==> config.mk <==
export PLATFORM = sky130hd
export DESIGN_NAME = gpmc_port
export DESIGN_NICKNAME = d
export VERILOG_FILES = /design/src/pkg/gpmc_pkg.sv /design/src/hw/gpmc_port.sv
export SDC_FILE = /design/constraint.sdc
export NUM_CORES = 1
export LEC_CHECK = 0
export BUFFER_PORTS_ARGS = -buffer_cell sky130_fd_sc_hd__buf_2
export CAP_MARGIN = 20
export CORE_AREA = 2 2 323 325
export CTS_BUF_LIST = sky130_fd_sc_hd__clkbuf_8
export CTS_CLUSTER_DIAMETER = 40
export CTS_CLUSTER_SIZE = 20
export DETAILED_ROUTE_END_ITERATION = 7
export DIE_AREA = 0 0 325 327
export PLACE_DENSITY = 0.34
export REMOVE_ABC_BUFFERS = 1
export SKIP_CTS_REPAIR_TIMING = 1
export SYNTH_ARGS = -nofsm -noshare
export SYNTH_HDL_FRONTEND = slang
export SYNTH_SLANG_ARGS = --single-unit
==> constraint.sdc <==
create_clock -name ref_clk -period 2.2 [get_ports ref_clk]
set_input_delay 0.22 -clock ref_clk [delete_from_list [all_inputs] [get_ports ref_clk]]
set_output_delay 0.22 -clock ref_clk [all_outputs]
set_load 0.03 [all_outputs]
==> src/pkg/gpmc_pkg.sv <==
// Purpose: constants and types shared by the pin mode control block
// Assumes: one 16-pin port per instance, 4-bit alternate select per pin
// Notes:   mode, pull and debug-config codes follow the pin field layout
package gpmc_pkg;

    localparam int          GPMC_PINS      = 16;
    localparam int          GPMC_AF_NUM    = 16;

    // pin mode field codes
    localparam logic [1:0]  GPMC_MODE_IN   = 2'h0;
    localparam logic [1:0]  GPMC_MODE_OUT  = 2'h1;
    localparam logic [1:0]  GPMC_MODE_AF   = 2'h2;
    localparam logic [1:0]  GPMC_MODE_AN   = 2'h3;

    // pull field codes, 2'h3 is reserved and connects nothing
    localparam logic [1:0]  GPMC_PULL_NONE = 2'h0;
    localparam logic [1:0]  GPMC_PULL_UP   = 2'h1;
    localparam logic [1:0]  GPMC_PULL_DN   = 2'h2;

    // alternate function codes with fixed meaning
    localparam logic [3:0]  GPMC_AF_DEBUG  = 4'h0;
    localparam logic [3:0]  GPMC_AF_TSTAMP = 4'h9;

    // port identities
    localparam logic [1:0]  GPMC_PORT_A    = 2'h0;
    localparam logic [1:0]  GPMC_PORT_B    = 2'h1;
    localparam logic [1:0]  GPMC_PORT_C    = 2'h2;
    localparam logic [1:0]  GPMC_PORT_D    = 2'h3;

    // pin positions
    localparam int          GPMC_PIN_TMS   = 13;
    localparam int          GPMC_PIN_TCK   = 14;
    localparam int          GPMC_PIN_TDI   = 15;
    localparam int          GPMC_PIN_TDO   = 3;
    localparam int          GPMC_PIN_TRST  = 4;
    localparam int          GPMC_PIN_RTC   = 13;
    localparam int          GPMC_PIN_OSCI  = 14;
    localparam int          GPMC_PIN_OSCO  = 15;

    // debug port configurations
    localparam logic [1:0]  GPMC_DBG_FULL  = 2'h0;
    localparam logic [1:0]  GPMC_DBG_NOTRST = 2'h1;
    localparam logic [1:0]  GPMC_DBG_SWONLY = 2'h2;
    localparam logic [1:0]  GPMC_DBG_OFF   = 2'h3;

    // values after reset
    localparam logic [31:0] GPMC_MODE_RST   = 32'hFFFF_FFFF;
    localparam logic [31:0] GPMC_MODE_RST_A = 32'hABFF_FFFF;
    localparam logic [31:0] GPMC_MODE_RST_B = 32'hFFFF_FEBF;
    localparam logic [31:0] GPMC_PULL_RST   = 32'h0000_0000;
    localparam logic [31:0] GPMC_PULL_RST_A = 32'h6400_0000;
    localparam logic [31:0] GPMC_PULL_RST_B = 32'h0000_0100;
    localparam logic [31:0] GPMC_WORD_RST   = 32'h0000_0000;
    localparam logic [15:0] GPMC_HALF_RST   = 16'h0000;

    // which register a write targets
    typedef enum logic [2:0] {
        GPMC_SEL_MODE,
        GPMC_SEL_OTYPE,
        GPMC_SEL_PULL,
        GPMC_SEL_ODATA,
        GPMC_SEL_BSET,
        GPMC_SEL_BCLR,
        GPMC_SEL_AFL,
        GPMC_SEL_AFH
    } gpmc_reg_sel_t;

endpackage : gpmc_pkg

==> src/hw/gpmc_port.sv <==
// Purpose: one general-purpose port, pin mode control and overrides
// Assumes: registers written as whole words through reg_wr/reg_sel
// Notes:   every pad control leaves a flop, so pads lag config by one cycle
// Operation
// input mode: schmitt on, driver off, sample pin
// pulls connect only as pull field selects
// open-drain: drive low on 0, float on 1
// push-pull: drive pin to output data bit
// output mode still samples; data reads back written
// alternate mode: peripheral drives, pin still sampled
// analog: schmitt, pulls, driver off; input reads 0
// reset puts ordinary pins analog, no alternate
// debug pins reset with their documented pulls
// boot pin pull-down; reset pin not general-purpose
// set and clear writes touch only one bits
// software uses input mode for interrupt pins
// software programs select and type before alternate
// software sets clock output pin alternate push-pull
// crystal enable forces oscillator pins analog
// timestamp enable with select nine floats pins
// standby pulls low-power pins down
// running oscillator forces its pins analog
// debug signals sit on alternate zero
// debug configuration frees debug pins
// injected trigger from lines or timer8 channel4
// regular trigger from lines or timer8 trigger
// software uses full-word register accesses only
// alternate mux routes peripheral picked by select
`timescale 1ns/1ps
module gpmc_port
    import gpmc_pkg::*;
#(
    parameter logic [1:0] PORT_ID = GPMC_PORT_A
) (
    input  wire logic          ref_clk,
    input  wire logic          reset,
    input  wire logic          reg_wr,
    input  gpmc_reg_sel_t      reg_sel,
    input  wire logic [31:0]   reg_wdata,
    input  wire logic [15:0]   pin_in,
    input  wire logic [255:0]  af_out,
    input  wire logic [255:0]  af_oe,
    input  wire logic          low_speed_osc_enable,
    input  wire logic          low_speed_osc_bypass,
    input  wire logic          high_speed_osc_enable,
    input  wire logic          high_speed_osc_bypass,
    input  wire logic          rtc_timestamp_enable,
    input  wire logic          standby,
    input  wire logic          rtc_owns_pc13,
    input  wire logic [1:0]    debug_config,
    input  wire logic          injected_trigger_remap,
    input  wire logic          regular_trigger_remap,
    input  wire logic          external_interrupt_lines_inj_trig,
    input  wire logic          external_interrupt_lines_reg_trig,
    input  wire logic          timer8_channel4,
    input  wire logic          timer8_trigger_out,
    output logic [15:0]        pin_out,
    output logic [15:0]        pin_oe,
    output logic [15:0]        pull_up_en,
    output logic [15:0]        pull_dn_en,
    output logic [15:0]        schmitt_en,
    output logic [15:0]        input_data_reg,
    output logic [31:0]        pin_mode_reg,
    output logic [15:0]        output_type_reg,
    output logic [31:0]        pull_config_reg,
    output logic [15:0]        output_data_reg,
    output logic [31:0]        alt_select_low_reg,
    output logic [31:0]        alt_select_high_reg,
    output logic               rtc_timestamp_in,
    output logic               boot_pull_dn_en,
    output logic               adc_inj_trig,
    output logic               adc_reg_trig
);

    logic        wr_mode, wr_otype, wr_pull, wr_odata, wr_bset, wr_bclr, wr_afl, wr_afh;
    logic [31:0] mode_rst, pull_rst;
    logic [63:0] af_sel_all;
    logic [15:0] dbg_freed;
    logic [15:0] out_nxt, oe_nxt, pu_nxt, pd_nxt, sch_nxt;
    logic [15:0] an_mask, in_mask, od_mask, pp_out_mask;
    logic        ts_nxt;

    assign wr_mode  = reg_wr && (reg_sel == GPMC_SEL_MODE);
    assign wr_otype = reg_wr && (reg_sel == GPMC_SEL_OTYPE);
    assign wr_pull  = reg_wr && (reg_sel == GPMC_SEL_PULL);
    assign wr_odata = reg_wr && (reg_sel == GPMC_SEL_ODATA);
    assign wr_bset  = reg_wr && (reg_sel == GPMC_SEL_BSET);
    assign wr_bclr  = reg_wr && (reg_sel == GPMC_SEL_BCLR);
    assign wr_afl   = reg_wr && (reg_sel == GPMC_SEL_AFL);
    assign wr_afh   = reg_wr && (reg_sel == GPMC_SEL_AFH);

    // debug pins on ports a and b wake up owned by the debug unit
    assign mode_rst = (PORT_ID == GPMC_PORT_A) ? GPMC_MODE_RST_A :
                      (PORT_ID == GPMC_PORT_B) ? GPMC_MODE_RST_B : GPMC_MODE_RST;
    assign pull_rst = (PORT_ID == GPMC_PORT_A) ? GPMC_PULL_RST_A :
                      (PORT_ID == GPMC_PORT_B) ? GPMC_PULL_RST_B : GPMC_PULL_RST;
    assign af_sel_all = {alt_select_high_reg, alt_select_low_reg};

    // configuration words, full-word writes only
    always_ff @(posedge ref_clk) begin
        if (reset) begin
            pin_mode_reg    <= mode_rst;
            pull_config_reg <= pull_rst;
        end else begin
            if (wr_mode) pin_mode_reg <= reg_wdata;
            if (wr_pull) pull_config_reg <= reg_wdata;
        end
    end

    always_ff @(posedge ref_clk) begin
        if (reset) begin
            output_type_reg     <= GPMC_HALF_RST;
            alt_select_low_reg  <= GPMC_WORD_RST;
            alt_select_high_reg <= GPMC_WORD_RST;
        end else begin
            if (wr_otype) output_type_reg <= reg_wdata[15:0];
            if (wr_afl) alt_select_low_reg <= reg_wdata;
            if (wr_afh) alt_select_high_reg <= reg_wdata;
        end
    end

    // output data: write, set or clear
    always_ff @(posedge ref_clk) begin
        if (reset) begin
            output_data_reg <= GPMC_HALF_RST;
        end else if (wr_odata) begin
            output_data_reg <= reg_wdata[15:0];
        end else if (wr_bset) begin
            output_data_reg <= output_data_reg | reg_wdata[15:0];
        end else if (wr_bclr) begin
            output_data_reg <= output_data_reg & ~reg_wdata[15:0];
        end
    end

    // debug pins released by the debug configuration
    always_comb begin
        dbg_freed = '0;
        if (PORT_ID == GPMC_PORT_B && debug_config != GPMC_DBG_FULL) begin
            dbg_freed[GPMC_PIN_TRST] = 1'b1;
        end
        if (debug_config == GPMC_DBG_SWONLY || debug_config == GPMC_DBG_OFF) begin
            if (PORT_ID == GPMC_PORT_A) dbg_freed[GPMC_PIN_TDI] = 1'b1;
            if (PORT_ID == GPMC_PORT_B) dbg_freed[GPMC_PIN_TDO] = 1'b1;
        end
        if (PORT_ID == GPMC_PORT_A && debug_config == GPMC_DBG_OFF) begin
            dbg_freed[GPMC_PIN_TMS] = 1'b1;
            dbg_freed[GPMC_PIN_TCK] = 1'b1;
        end
    end

    // per-pin mode after overrides
    always_comb begin
        logic [1:0] md;
        logic [1:0] pl;
        logic [3:0] sel;
        logic       af_o;
        logic       af_e;
        logic       f_an;
        logic       f_fl;
        logic       f_pd;
        md = GPMC_MODE_AN;
        pl = GPMC_PULL_NONE;
        sel = GPMC_AF_DEBUG;
        af_o = 1'b0;
        af_e = 1'b0;
        f_an = 1'b0;
        f_fl = 1'b0;
        f_pd = 1'b0;
        out_nxt = '0;
        oe_nxt = '0;
        pu_nxt = '0;
        pd_nxt = '0;
        sch_nxt = '0;
        an_mask = '0;
        in_mask = '0;
        od_mask = '0;
        pp_out_mask = '0;
        ts_nxt = 1'b0;
        for (int i = 0; i < GPMC_PINS; i++) begin
            md = pin_mode_reg[2*i +: 2];
            pl = pull_config_reg[2*i +: 2];
            sel = af_sel_all[4*i +: 4];
            af_o = af_out[i*GPMC_AF_NUM + int'(sel)];
            af_e = af_oe[i*GPMC_AF_NUM + int'(sel)];
            // a freed debug pin no longer follows the debug unit
            if (sel == GPMC_AF_DEBUG && dbg_freed[i]) af_e = 1'b0;
            f_an = 1'b0;
            f_fl = 1'b0;
            f_pd = 1'b0;
            // priority: crystal, then timestamp, then standby
            if (PORT_ID == GPMC_PORT_C && (i == GPMC_PIN_OSCI || i == GPMC_PIN_OSCO)) begin
                if (low_speed_osc_enable) begin
                    f_an = (i == GPMC_PIN_OSCI) || !low_speed_osc_bypass;
                end else if (rtc_timestamp_enable && sel == GPMC_AF_TSTAMP) begin
                    f_fl = 1'b1;
                end else if (standby) begin
                    f_pd = 1'b1;
                end
            end
            if (PORT_ID == GPMC_PORT_C && i == GPMC_PIN_RTC) begin
                f_pd = standby && !rtc_owns_pc13;
            end
            if (PORT_ID == GPMC_PORT_D && (i == GPMC_PIN_OSCI || i == GPMC_PIN_OSCO)) begin
                f_an = high_speed_osc_enable &&
                       ((i == GPMC_PIN_OSCI) || !high_speed_osc_bypass);
            end
            if (f_an) begin
                md = GPMC_MODE_AN;
            end else if (f_fl || f_pd) begin
                md = GPMC_MODE_IN;
                pl = f_pd ? GPMC_PULL_DN : GPMC_PULL_NONE;
            end
            unique case (md)
                GPMC_MODE_IN: begin
                    oe_nxt[i] = 1'b0;
                    in_mask[i] = 1'b1;
                end
                GPMC_MODE_OUT: begin
                    if (output_type_reg[i]) begin
                        oe_nxt[i] = !output_data_reg[i];
                        od_mask[i] = 1'b1;
                    end else begin
                        oe_nxt[i] = 1'b1;
                        out_nxt[i] = output_data_reg[i];
                        pp_out_mask[i] = 1'b1;
                    end
                end
                GPMC_MODE_AF: begin
                    if (output_type_reg[i]) begin
                        oe_nxt[i] = af_e && !af_o;
                        od_mask[i] = 1'b1;
                    end else begin
                        oe_nxt[i] = af_e;
                        out_nxt[i] = af_o;
                    end
                end
                GPMC_MODE_AN: begin
                    an_mask[i] = 1'b1;
                end
            endcase
            sch_nxt[i] = (md != GPMC_MODE_AN);
            pu_nxt[i] = sch_nxt[i] && (pl == GPMC_PULL_UP);
            pd_nxt[i] = sch_nxt[i] && (pl == GPMC_PULL_DN);
            if (f_fl) ts_nxt = ts_nxt | pin_in[i];
        end
    end

    // pad controls leave flops; pads idle analog during reset
    always_ff @(posedge ref_clk) begin
        if (reset) begin
            pin_out    <= GPMC_HALF_RST;
            pin_oe     <= GPMC_HALF_RST;
            pull_up_en <= GPMC_HALF_RST;
            pull_dn_en <= GPMC_HALF_RST;
            schmitt_en <= GPMC_HALF_RST;
        end else begin
            pin_out    <= out_nxt;
            pin_oe     <= oe_nxt;
            pull_up_en <= pu_nxt;
            pull_dn_en <= pd_nxt;
            schmitt_en <= sch_nxt;
        end
    end

    // input sampling, zero with schmitt off
    always_ff @(posedge ref_clk) begin
        if (reset) begin
            input_data_reg   <= GPMC_HALF_RST;
            rtc_timestamp_in <= 1'b0;
        end else begin
            input_data_reg   <= pin_in & sch_nxt;
            rtc_timestamp_in <= ts_nxt;
        end
    end

    // boot select keeps its pull-down; reset pin has no port bit here
    always_ff @(posedge ref_clk) begin
        if (reset) boot_pull_dn_en <= 1'b1;
        else boot_pull_dn_en <= 1'b1;
    end

    // adc trigger source selection
    always_ff @(posedge ref_clk) begin
        if (reset) begin
            adc_inj_trig <= 1'b0;
            adc_reg_trig <= 1'b0;
        end else begin
            adc_inj_trig <= injected_trigger_remap ? timer8_channel4 : external_interrupt_lines_inj_trig;
            adc_reg_trig <= regular_trigger_remap ? timer8_trigger_out : external_interrupt_lines_reg_trig;
        end
    end

    chk_analog_reads_zero: assert property (
        @(posedge ref_clk) disable iff (reset)
        1'b1 |=> ((input_data_reg | pin_oe | pull_up_en | pull_dn_en) & $past(an_mask)) == '0)
        else $error("analog pin active");

    chk_od_never_high: assert property (
        @(posedge ref_clk) disable iff (reset)
        1'b1 |=> (pin_out & $past(od_mask)) == '0)
        else $error("open-drain pin driven high");

    chk_pp_follows_data: assert property (
        @(posedge ref_clk) disable iff (reset)
        1'b1 |=> ((pin_oe & $past(pp_out_mask)) == $past(pp_out_mask)) &&
                 ((pin_out ^ $past(output_data_reg)) & $past(pp_out_mask)) == '0)
        else $error("push-pull level wrong");

    chk_input_no_drive: assert property (
        @(posedge ref_clk) disable iff (reset)
        1'b1 |=> (pin_oe & $past(in_mask)) == '0 &&
                 ((input_data_reg ^ $past(pin_in)) & $past(in_mask)) == '0)
        else $error("input pin wrong");

    chk_bit_set: assert property (
        @(posedge ref_clk) disable iff (reset)
        wr_bset |=> output_data_reg == ($past(output_data_reg) | $past(reg_wdata[15:0])))
        else $error("bit set write wrong");

    chk_bit_clear: assert property (
        @(posedge ref_clk) disable iff (reset)
        wr_bclr |=> output_data_reg == ($past(output_data_reg) & ~$past(reg_wdata[15:0])))
        else $error("bit clear write wrong");

    chk_reset_state: assert property (
        @(posedge ref_clk)
        $fell(reset) |-> pin_mode_reg == mode_rst && alt_select_low_reg == '0 &&
                         alt_select_high_reg == '0 && pin_oe == '0)
        else $error("reset state wrong");

    chk_inj_trigger: assert property (
        @(posedge ref_clk) disable iff (reset)
        injected_trigger_remap ##1 !reset |-> adc_inj_trig == $past(timer8_channel4))
        else $error("injected trigger wrong");

    chk_reg_trigger: assert property (
        @(posedge ref_clk) disable iff (reset)
        !regular_trigger_remap ##1 !reset |-> adc_reg_trig == $past(external_interrupt_lines_reg_trig))
        else $error("regular trigger wrong");

endmodule : gpmc_port

# Word level (Yosys, flattened, before mapping)
# Cells that the tools add are included.
[totals] latchBits=0 mem_count=0 mem_bits_ro=0 wordCells=435 input_bits=581 reg_bits=258 mem_bits_rw=0 out_inout_bits=260
[classes] div_mod_pow=0 add_sub_neg=15 magnitude_cmp=16 bitwise=4 n_shift=0 n_mul=0 muxes=200 n_eq_ne=89 reduce_logical=97
[op_table] cell="binary-select mux 1 bit (select 8 bit)" n=30
[op_table] cell="2-to-1 mux 1 bit" n=132
[op_table] cell="adder 8 x 4 -> 9 bit (first input constant)" n=8
[op_table] cell="< comparator 9 bit (second input constant)" n=8
[op_table] cell="== test 2 bit (second input constant)" n=34
[op_table] cell="== test 2 x 1 -> 1 bit (second input constant)" n=32
[op_table] cell="one-hot mux 1 bit (2 select lines)" n=32
[op_table] cell="logical AND 1 bit" n=59
[op_table] cell="2-to-1 mux 16 bit" n=3
[op_table] cell="< comparator 8 x 9 -> 1 bit (second input constant)" n=4
[op_table] cell="adder 7 x 4 -> 8 bit (first input constant)" n=4
[op_table] cell="AND 16 bit" n=2
[op_table] cell="zero test 1 bit" n=32
[op_table] cell="!= test 2 bit (second input constant)" n=16
[op_table] cell="< comparator 7 x 9 -> 1 bit (second input constant)" n=2
[op_table] cell="inverter 16 bit" n=1
[op_table] cell="OR 16 bit" n=1
[op_table] cell="adder 6 x 4 -> 7 bit (first input constant)" n=2
[op_table] cell="== test 3 bit (second input constant)" n=4
[op_table] cell="zero test 4 bit" n=3
[op_table] cell="< comparator 4 x 9 -> 1 bit (second input constant)" n=1
[op_table] cell="< comparator 6 x 9 -> 1 bit (second input constant)" n=1
[op_table] cell="binary-select mux 1 bit (select 4 bit)" n=2
[op_table] cell="adder 5 x 4 -> 6 bit (first input constant)" n=1
[op_table] cell="other kinds (6)" n=7

# Longest topological paths before layout
[depth] depth_word=8 mapped_depth=7 ltp_nobuf=7

# Worst setup path after synthesis
# OpenSTA, ideal clock, no wires.
[synth_path] kind="register to register" from="register alt_select_high_reg[20]" to="register pin_out[13]" synth_period_minus_slack_ns=1.942 slack_ns=0.258 t_arrival_ns=1.805 setup_ns=0.137 path_stages_with_launch=6 n_path_buf=1 t_required_ns=2.063 path_cell_list="dfxtp_1 > buf_6 > mux4_2 > mux4_2 > nand3_1 > a21oi_1"
[synth_between] elab_chain_len=6
[synth_lines] element="start, declared" line="gpmc_port.sv:68" text="output logic [31:0] alt_select_high_reg,"
[synth_lines] element="start signal, assigned" line="gpmc_port.sv:118" text="if (wr_afh) alt_select_high_reg <= reg_wdata;"
[synth_lines] element="adder 8 x 4 -> 9 bit" line="gpmc_port.sv:183" text="af_o = af_out[i*GPMC_AF_NUM + int'(sel)];"
[synth_lines] element="binary-select mux 1 bit (select 8 bit)" line="gpmc_port.sv:183"
[synth_lines] element="2-to-1 mux 1 bit (implied by the code) (2 in a row)" line="gpmc_port.sv:183"
[synth_lines] element="2-to-1 mux 1 bit" line="gpmc_port.sv:229" text="if (output_type_reg[i]) begin"
[synth_lines] element="one-hot mux 1 bit (2 select lines)" line="gpmc_port.sv:213" text="unique case (md)"
[synth_lines] element="end signal, assigned" line="gpmc_port.sv:257" text="pin_out <= out_nxt;"
[synth_lines] element="end, declared" line="gpmc_port.sv:57" text="output logic [15:0] pin_out,"
# Every way passes these cells. The select of a mux whose other input is x is not followed.
# A chain may end at the register's enable or synchronous reset.

# Worst setup path in the final report
[layout_path] from="register alt_select_high_reg[20]" to="register pin_oe[13]"
[layout_between] elab_chain_len=8 elab_cells_between_ends=14 classes_between="add/sub (1); mux (9); reduce/logical (4)"
[layout_lines] element="adder 8 x 4 -> 9 bit" line="gpmc_port.sv:183, gpmc_port.sv:184"
[layout_lines] element="binary-select mux 1 bit (select 8 bit), on equally long branches" line="gpmc_port.sv:184, gpmc_port.sv:183"
[layout_lines] element="2-to-1 mux 1 bit, on equally long branches (2 in a row)" line="gpmc_port.sv:184, gpmc_port.sv:183"
[layout_lines] element="2-to-1 mux 1 bit / zero test 1 bit (equally long branches)" line="gpmc_port.sv:186, gpmc_port.sv:230"
[layout_lines] element="logical AND 1 bit" line="gpmc_port.sv:230" text="oe_nxt[i] = af_e && !af_o;"
[layout_lines] element="2-to-1 mux 1 bit (*)" line="gpmc_port.sv:229"
[layout_lines] element="one-hot mux 1 bit (2 select lines) (*)" line="gpmc_port.sv:213"
[layout_lines] element="end signal, assigned" line="gpmc_port.sv:258" text="pin_oe <= oe_nxt;"
[layout_lines] element="end, declared" line="gpmc_port.sv:58" text="output logic [15:0] pin_oe,"
# Every way passes the cells marked *; elsewhere a longest branch is shown, timed or not. The select of a mux whose other input is x is not followed.

==> impl_metrics.json <==
{
  "dpl_cell_area_mm2": 0.0202,
  "maxCapViolations": 0,
  "grt_pass1_vias": 15577,
  "ys.flop_type": "dfxtp_1",
  "grt_overflow": 0,
  "cp.arrival_ns": 2.53,
  "rsz0062_at_grt": "false",
  "grt_pass1_wl_um": 113000,
  "slew_headroom_pct": 62.2,
  "ios": 841,
  "via_per_inst": 3.95,
  "finalWorstSetupSlack_ns": 0.261,
  "cts_max_level": 3,
  "clk_latency_ns": 0.67,
  "area_growth_pct": 59.0,
  "dpl.cell_count": 3645,
  "async_flop_share_pct": 0,
  "io_buffers": 831,
  "setup_viol": 0,
  "start_util_pct": 13.7,
  "grt_max_degree": 62,
  "clockBufferDepth": 3,
  "leakage_nw": 9.54,
  "tns_ns": 0,
  "wl_per_cell_um": 21.2,
  "place_hpwl_um": 65600,
  "track_usage_pct": 14.7,
  "synth_area_mm2": 0.0141,
  "outcome": "finished, final reports clean",
  "synth-seq-area-share_pct": 36.7,
  "worstHoldStart": "reg_sel[0]",
  "clock.fmax_mhz": 516,
  "ant_nets": 0,
  "clock-root-buffer": "clkbuf_8",
  "ys_ff_latch": 258,
  "cts.sinks": 258,
  "ys_types": 47,
  "r2r_start": "alt_select_high_reg[20]",
  "min_path_cells": 4,
  "layout.nets": 3022,
  "die_h_um": 327,
  "finalMaxSlewViolations": 0,
  "pre_cts_slack_ns": 0.209,
  "crit_type": "reg2reg",
  "numCtsBuffers": 73,
  "r2r_slack_ns": 0.26,
  "die_x_um": 325,
  "drive_gt1_share_pct": 46.0,
  "finalClockSkew_ns": 0.0361,
  "cts.clk_slew.worst_paths_ns": 0.05,
  "num_vias": 15155,
  "place_congestion": 0.858,
  "design_area_mm2": 0.0224,
  "whs_ns": 0.0651,
  "antenna_found_initial": 11,
  "layout_commonest_cell": "buf_2",
  "hold_violations": 0,
  "critPathRequiredTime_ns": 2.79,
  "vdd_drop_max_mv": 0.355,
  "synth-edff-count": 0,
  "reg2regPathDepth": 3,
  "tightest_slew_ns": 0.566,
  "syn-instance-count": 1484,
  "num_rows": 118,
  "drc": 0,
  "cts_tree": "yes",
  "drt_iter0_drc": 684,
  "cp-start-kind": "register",
  "crit_fanout": 8,
  "p_per_area_mw_per_mm2": 648,
  "postSynthAreaPerCell_um2": 9.47,
  "core_area_mm2": 0.103,
  "die-area_mm2": 0.106,
  "reg2reg_to": "pin_oe[13]",
  "drt_wl_total_um": 81100,
  "layout_common_cells": "830 x buf_2, 281 x nand2_1, 258 x dfxtp_1, 131 x a21oi_1, 100 x mux2i_1",
  "period_needed_ns": 1.94,
  "yosysWarnings": 0,
  "fin_cells": 3832,
  "timing.final.crit_share_pct": 88.2,
  "drt_first_pass_iters": 5,
  "hold_path_class": "in2reg",
  "end_kind": "register"
}
cell usage after synthesis (all sizes together), types with 2 or more instances:
| cell type | number | area [µm²] |
|---|---|---|
| nand2 | 282 | 1060 |
| dfxtp | 258 | 5160 |
| a21oi | 131 | 656 |
| mux2i | 100 | 1000 |
| mux4 | 100 | 2260 |
| nor2 | 80 | 300 |
| inv | 74 | 278 |
| buf | 58 | 318 |
| clkbuf | 56 | 214 |
| ha | 48 | 601 |
| nor4b | 32 | 280 |
| a211o | 29 | 254 |
| a2bb2oi | 26 | 228 |
| nand3 | 23 | 115 |
| and2 | 19 | 119 |
| nand2b | 19 | 119 |
| nor4 | 17 | 106 |
| o211ai | 16 | 120 |
| a22oi | 15 | 113 |
| nand4 | 15 | 93.8 |
| a32oi | 14 | 123 |
| a21boi | 13 | 97.6 |
| a311oi | 13 | 114 |
| o21a | 13 | 97.6 |
| nor2b | 7 | 43.8 |
| nand3b | 5 | 37.5 |
| o21ai | 5 | 25.0 |
| a221oi | 2 | 17.5 |
| conb | 2 | 7.51 |
layer usage:
| metal | vias up | part of all wire, % | GRT usage [%] |
|---|---|---|---|
| met5 | - | 0.044 | 0 |
| met4 | 6 | 1.9 | 3.66 |
| met3 | 99 | 6.4 | 4.02 |
| met2 | 546 | 47 | 24.1 |
| met1 | 7315 | 45 | 19.1 |
| li1 | 7189 | - | - |
area by class of cell:
class,count,area [µm²]
Antenna cell,4,10.0
Clock buffer,91,1250
Clock inverter,39,403
Fill cell,11614,80600
Inverter,74,278
Multi-Input combinational cell,1038,8140
Sequential cell,258,5160
Tap cell,1380,1730
Timing Repair Buffer,948,5380
how the worst max path moves through the flow:
stage	end	slack (ns)	startpoint	depth (start not counted)
6_report	pin_oe[13]	0.26	alt_select_high_reg[20]	3
5_1_grt	pin_oe[14]	0.06	alt_select_high_reg[24]	5
4_1_cts	alt_select_high_reg[11]	0.12	alt_select_high_reg[11]	1
3_5_place_dp	pin_oe[5]	0.21	alt_select_low_reg[20]	6
3_3_place_gp	pin_oe[14]	0.21	alt_select_high_reg[24]	5
2_1_floorplan	pin_mode_reg[0]	0.12	reg_wr	4
logic make-up after synthesis:
family                     count (synthesis)  synth area share, %
and+or+nand+nor                          505                 16.5
DFF                                      258                 36.7
AOI/OAI and AO/OA                        282                 13.4
adders and majority gates                 48                 4.27
muxes                                    201                 23.3
other                                      2               0.0534
buffers and inverters                    188                 5.76
power breakdown:
| group | leakage (nW) | switching [W] | internal [W] |
|---|---|---|---|
| Clock | 0.891 | 0.00277 | 0.00467 |
| Sequential | 2.09 | 0.000137 | 0.00480 |
| Combinational | 6.55 | 0.00113 | 0.000987 |
stage by stage:
stage | total power (W) | utilization (%)
5_1_grt | 0.0152 | 21.7
6_report | 0.0145 | 21.7
3_5_place_dp | 0.00711 | 19.6
3_3_place_gp | 0.00712 | 19.6
4_1_cts | 0.0148 | 21.2
2_1_floorplan | 0.00586 | -
critical path, cell delays in order, from the launching register on:
cell	delay [ns]
dfxtp_1	0.59
mux4_2	0.56
mux4_2	0.51
a32oi_1	0.21
(Power assumes the default switching activity.)
